`config.mk`:
```
export PLATFORM = sky130hd
export DESIGN_NAME = osd_size_detector
export DESIGN_NICKNAME = d
export VERILOG_FILES = /design/src/osd_sync2.v /design/src/osd_size_detector.v
export VERILOG_INCLUDE_DIRS = /design/src /design/src/src
export SDC_FILE = /design/constraint.sdc
export NUM_CORES = 1
export LEC_CHECK = 0
export BUFFER_PORTS_ARGS = -buffer_cell sky130_fd_sc_hd__buf_4
export CELL_PAD_IN_SITES_DETAIL_PLACEMENT = 2
export CELL_PAD_IN_SITES_GLOBAL_PLACEMENT = 2
export CORE_MARGIN = 5
export CORE_UTILIZATION = 33
export CTS_CLUSTER_SIZE = 28
export DETAILED_ROUTE_END_ITERATION = 8
export PLACE_DENSITY = 0.75
export SETUP_SLACK_MARGIN = 0.4
export SLEW_MARGIN = 20
export SYNTH_ARGS = -nofsm -noshare
export SYNTH_HDL_FRONTEND = slang
export SYNTH_SLANG_ARGS = --single-unit
```
`constraint.sdc`:
```
create_clock -name ref_clk -period 2.9 [get_ports ref_clk]
set_clock_uncertainty 0.2 [all_clocks]
set_input_delay 0 -clock ref_clk [delete_from_list [all_inputs] [get_ports ref_clk]]
set_output_delay 0 -clock ref_clk [all_outputs]
set_load 0.01 [all_outputs]
```
`src/osd_defines.vh`:
```
// shared constants for the original size detector
`ifndef OSD_DEFINES_VH
`define OSD_DEFINES_VH
// size codes reported on sizeCode
`define OSD_SIZE_NONE 4'h0
`define OSD_SIZE_A3 4'h1
`define OSD_SIZE_A4 4'h2
`define OSD_SIZE_B4 4'h3
`define OSD_SIZE_B5 4'h4
`define OSD_SIZE_A4R 4'h5
`define OSD_SIZE_A5 4'h6
`define OSD_SIZE_B5R 4'h7
`define OSD_SIZE_A5R 4'h8
`define OSD_SIZE_LD 4'h9
`define OSD_SIZE_LT 4'ha
`define OSD_SIZE_LG 4'hb
`define OSD_SIZE_LTR 4'hc
`define OSD_SIZE_ST 4'hd
`define OSD_SIZE_STR 4'he
// sensor vector bit positions {center,rear,one,two,three}
`define OSD_BIT_CENTER 4
`define OSD_BIT_REAR 3
`define OSD_BIT_ONE 2
`define OSD_BIT_TWO 1
`define OSD_BIT_THREE 0
`define OSD_RESET_SIZE 4'h0
`endif

```
`src/osd_sync2.v`:
```
// two flop synchroniser for a bundle of pin levels
`timescale 1ns/1ns
module osd_sync2 #(
  parameter WIDTH = 1
) (
  input wire ref_clk,
  input wire rst,
  input wire [WIDTH-1:0] asyncIn,
  output reg [WIDTH-1:0] syncOut
);
  reg [WIDTH-1:0] meta_r;
  // first stage feeds only the second stage
  always @(posedge ref_clk or posedge rst) begin
    if (rst) begin
      meta_r <= {WIDTH{1'b1}};
      syncOut <= {WIDTH{1'b1}};
    end else begin
      meta_r <= asyncIn;
      syncOut <= meta_r;
    end
  end
endmodule // osd_sync2

```
`src/osd_size_detector.v`:
```
// original size detector: sensor pattern decode, hold and change event
`timescale 1ns/1ns
`include "osd_defines.vh"
module osd_size_detector (
  input wire ref_clk,
  input wire rst,
  input wire inchSeries,
  input wire detectMode,
  input wire carriageHome,
  input wire reflect_sensor_center,
  input wire reflect_sensor_rear,
  input wire reflect_sensor_one,
  input wire reflect_sensor_two,
  input wire reflect_sensor_three,
  input wire platen_cover_sensor,
  output reg [3:0] sizeCode,
  output reg sizeValid,
  output reg sizeChanged,
  output reg carriageMoveReq
);
  wire [5:0] pinSync;
  wire [4:0] pat;
  wire coverOn;
  reg [3:0] decoded;
  reg hit;
  reg [3:0] sizeNxt;

  // pins are asynchronous to ref_clk, so both stages run before decoding
  osd_sync2 #(.WIDTH(6)) uSync (
    .ref_clk(ref_clk),
    .rst(rst),
    .asyncIn({platen_cover_sensor, reflect_sensor_center, reflect_sensor_rear,
      reflect_sensor_one, reflect_sensor_two, reflect_sensor_three}),
    .syncOut(pinSync)
  );
  assign coverOn = pinSync[5];
  assign pat = pinSync[4:0];

  // table decode; the sensors own the pulse echo check, a 0 here means present
  always @* begin
    decoded = `OSD_SIZE_NONE;
    hit = 1'b0;
    if (!inchSeries) begin
      hit = 1'b1;
      case (pat)
        5'h00: decoded = `OSD_SIZE_A3;
        5'h08: decoded = `OSD_SIZE_A4;
        5'h02: decoded = `OSD_SIZE_B4;
        5'h1a: decoded = `OSD_SIZE_B5;
        5'h06: decoded = `OSD_SIZE_A4R;
        5'h1e: decoded = `OSD_SIZE_A5;
        5'h07: decoded = `OSD_SIZE_B5R;
        5'h0f: decoded = `OSD_SIZE_A5R;
        5'h1f: decoded = `OSD_SIZE_NONE;
        default: hit = 1'b0;
      endcase
    end else begin
      // sensor one is not fitted in this variant and is ignored
      hit = 1'b1;
      case ({pat[`OSD_BIT_CENTER], pat[`OSD_BIT_REAR], pat[`OSD_BIT_TWO], pat[`OSD_BIT_THREE]})
        4'h0: decoded = `OSD_SIZE_LD;
        4'h4: decoded = `OSD_SIZE_LT;
        4'h2: decoded = `OSD_SIZE_LG;
        4'h6: decoded = `OSD_SIZE_LTR;
        4'he: decoded = `OSD_SIZE_ST;
        4'h7: decoded = `OSD_SIZE_STR;
        4'hf: decoded = `OSD_SIZE_NONE;
        default: hit = 1'b0;
      endcase
    end
  end

  // update only with cover off in detect mode at home; otherwise hold
  always @* begin
    sizeNxt = sizeCode;
    if (!coverOn && detectMode && carriageHome && hit) begin
      sizeNxt = decoded;
    end
    // unmatched pattern or cover on keeps the previous value
  end

  // result register and change pulse
  always @(posedge ref_clk or posedge rst) begin
    if (rst) begin
      sizeCode <= `OSD_RESET_SIZE;
      sizeValid <= 1'b0;
      sizeChanged <= 1'b0;
      carriageMoveReq <= 1'b0;
    end else begin
      sizeCode <= sizeNxt;
      sizeValid <= (sizeNxt != `OSD_SIZE_NONE);
      sizeChanged <= (sizeNxt != sizeCode);
      carriageMoveReq <= 1'b0;
    end
  end
endmodule // osd_size_detector

```
==> flow_summary.toml <==
[synthesis]
synthTopCellsByArea = "sky130_fd_sc_hd__dfstp_2 (38%), sky130_fd_sc_hd__dfrtp_1 (18%), sky130_fd_sc_hd__o21ai_0 (3.0%)"
yosys.cell_types.count = 35
asyncSetResetFlopFracSynth = 1.00
ys_ff_latch = 18
synth_edf_count = 0
synth_sequential_area_ratio = 0.567
syn-cell-area_um2 = 821
number_of_cells_produced_by_synthesis = 69
cell_type_with_the_highest_aggregate_area_in_the_netlist = "sky130_fd_sc_hd__dfstp_2"
synth_nets = 80
yosys_top_cell_area_share = 0.384
yosys_warnings = 0
synthesis.area_per_instance_um2 = 11.9
ys_dominant_reg_cell = "sky130_fd_sc_hd__dfstp_2"

[pwr]
vdd.ir_drop.worst_uv = 318
powerDensity_nw_per_um2 = 552
p_leak_nw = 0.461
design_power_total_mw = 0.590

[routing]
drtPass1Iterations = 4
drt_iter0_markers = 8
wl_per_cell_um = 15.8
detail_route.wirelength_mm = 1.95
detail_route.drc_violations = 0
avgViaCountPerCell = 4.88
route.antenna.remaining_nets = 0
dr_total_vias = 600

[cells_and_area]
area_growth_syn_to_layout_pct = 30.2
drive_above_1_share = 0.387
final_common_cell = "sky130_fd_sc_hd__buf_4"
utilization = 0.439
final_nets = 105
layout_common_cells = "sky130_fd_sc_hd__buf_4 (16), sky130_fd_sc_hd__dfstp_2 (12), sky130_fd_sc_hd__dlygate4sd3_1 (8)"
diodes = 0

[critical_path]
cp.arrival_ps = 2330
path_class = "reg2reg"
r2r_slack_ps = 530
peak_fanout_along_the_critical_path = 8
critPathCaptureType = "register"
rr_startpoint = "uSync.syncOut[3]"
crit_path_start = "uSync.syncOut[3]"
startpoint_type = "register"
critical_path_required_ps = 2860

[sta]
setup_tns_final_ps = 0
worst_hold_margin_ps = 40.4
hold_viol_final = 0
max_slew_margin = 0.557
maxClockFrequency_ghz = 0.422
worstMarginPinSlew_ps = 664
grt_setup_unrepaired = "false"
post-route-worst-setup-slack_ps = 531
drv_slew = 0
finalSetupViolCount = 0
post-route-period-util = 0.817
fin_crit_ps = 2370

[die]
design.die.area_um2 = 3580
fp.coreArea_um2 = 2430
num_io_pins = 18
floorplan.die.height_um = 59.9
core.rowCount = 18
start_util = 0.337
fp.dieW_um = 59.9

[placed_design]
dpl.hpwl_mm = 1.46
place.gp.congestion = 0.789
dpl_worst_slack_ps = 424
place.port_buffers = 16

[clocking]
post-cts-setup-buffer-count = 0
clock_tree_buf_depth = 2
clk_root_buffer_cell = "sky130_fd_sc_hd__clkbuf_4"
clock_tree_from_tritoncts = "done"
cts_htree_levels = 1
cts_sinks = 18
clk_pin_slew_worst_paths_ps = 90
worstSkewPairLatency_ps = 280
cts_inserted_buffers = 3

[worst_hold_path]
timing.hold.worst.start = "carriageHome"
hold_path.class = "in2reg"

[grt]
vias_in_the_first_global_route = 661
grt.total_usage = 0.123
grt_antenna_before_repair = 0
grt_first_pass_wirelength_mm = 3.21
grt_start_max_net_pins = 19
global_route.overflow_total = 0

[status]
outcome = "finished clean"

[job]
cap_violations = 0
-- worst max-delay path, cell delays in order (launching register included) --
cell and delay [ps]:
sky130_fd_sc_hd__dfstp_2 610, sky130_fd_sc_hd__nor2b_4 180, sky130_fd_sc_hd__nand2_1 80, sky130_fd_sc_hd__o21a_1 200
sky130_fd_sc_hd__o221a_4 290, sky130_fd_sc_hd__mux2_4 310, sky130_fd_sc_hd__or4_1 390
-- layer usage --
layer | part of all wire | global-route usage | wire [µm] | vias up
met3 | 0.045 | 0.0324 | 88 | 2
met4 | 0.0067 | 0.0538 | 13 | 0
met5 | 0 | 0 | 0 | -
met1 | 0.45 | 0.158 | 876 | 296
li1 | - | - | - | 290
met2 | 0.50 | 0.191 | 968 | 12
-- worst paths after layout --
kind                                    endpoint  cells past startpoint
worst max-delay path                   sizeValid                      6
worst min-delay path                 sizeChanged                      4
worst max register to register         sizeValid                      6
worst min register to register  uSync.syncOut[3]                      0
max in group asynchronous            sizeCode[3]                      3
min in group asynchronous            sizeChanged                      3
-- cell type report --
class,count,area [µm²]
clock buffers,4,36.3
fillers,260,1360
inverters,5,18.8
multi-input cells,42,310
flip-flops and latches,18,465
well taps,30,37.5
repair buffers,24,200
-- state kept, by name (all words and copies together) (netlist names) --
name,cells
sizeChanged,1
sizeCode,4
sizeValid,1
uSync.meta_r,6
uSync.syncOut,6
-- per-stage QoR --
stage	cells	area (µm²)
4_1_cts	123	1070
6_report	123	1070
2_1_floorplan	69	821
3_3_place_gp	111	948
5_1_grt	123	1070
3_5_place_dp	111	948
-- synthesized netlist by cell type (2+ instances only) --
master	instances
sky130_fd_sc_hd__a21oi_1	2
sky130_fd_sc_hd__buf_4	2
sky130_fd_sc_hd__inv_1	5
sky130_fd_sc_hd__xnor2_1	2
sky130_fd_sc_hd__o21ai_0	5
sky130_fd_sc_hd__mux2i_1	2
sky130_fd_sc_hd__and2_1	2
sky130_fd_sc_hd__nand2b_1	2
sky130_fd_sc_hd__dfstp_2	12
sky130_fd_sc_hd__dfrtp_1	6
sky130_fd_sc_hd__nand2_1	5
-- repair_timing --
item / CTS / global route
hold buffers: 8 / 0
endpoints found under the setup margin: 1 / 1
gates resized for setup: 1 / 2
endpoints found under the hold margin: 25 / 0
-- kinds of logic after synthesis --
group	synth area share
AND/OR/NAND/NOR	0.133
other	0.00457
multiplexers	0.0427
adder cells (fa/ha/maj)	0.0122
flip-flops	0.567
buffers and inverters	0.0594
AO/OA/AOI/OAI	0.149
XOR/XNOR	0.0320
-- power breakdown --
part | switching, mW | internal [mW] | total [mW]
Clock | 0.0702 | 0.0764 | 0.147
Combinational | 0.0596 | 0.0704 | 0.130
Sequential | 0.0277 | 0.285 | 0.313
Note: power is estimated with default switching activity, not from simulation.
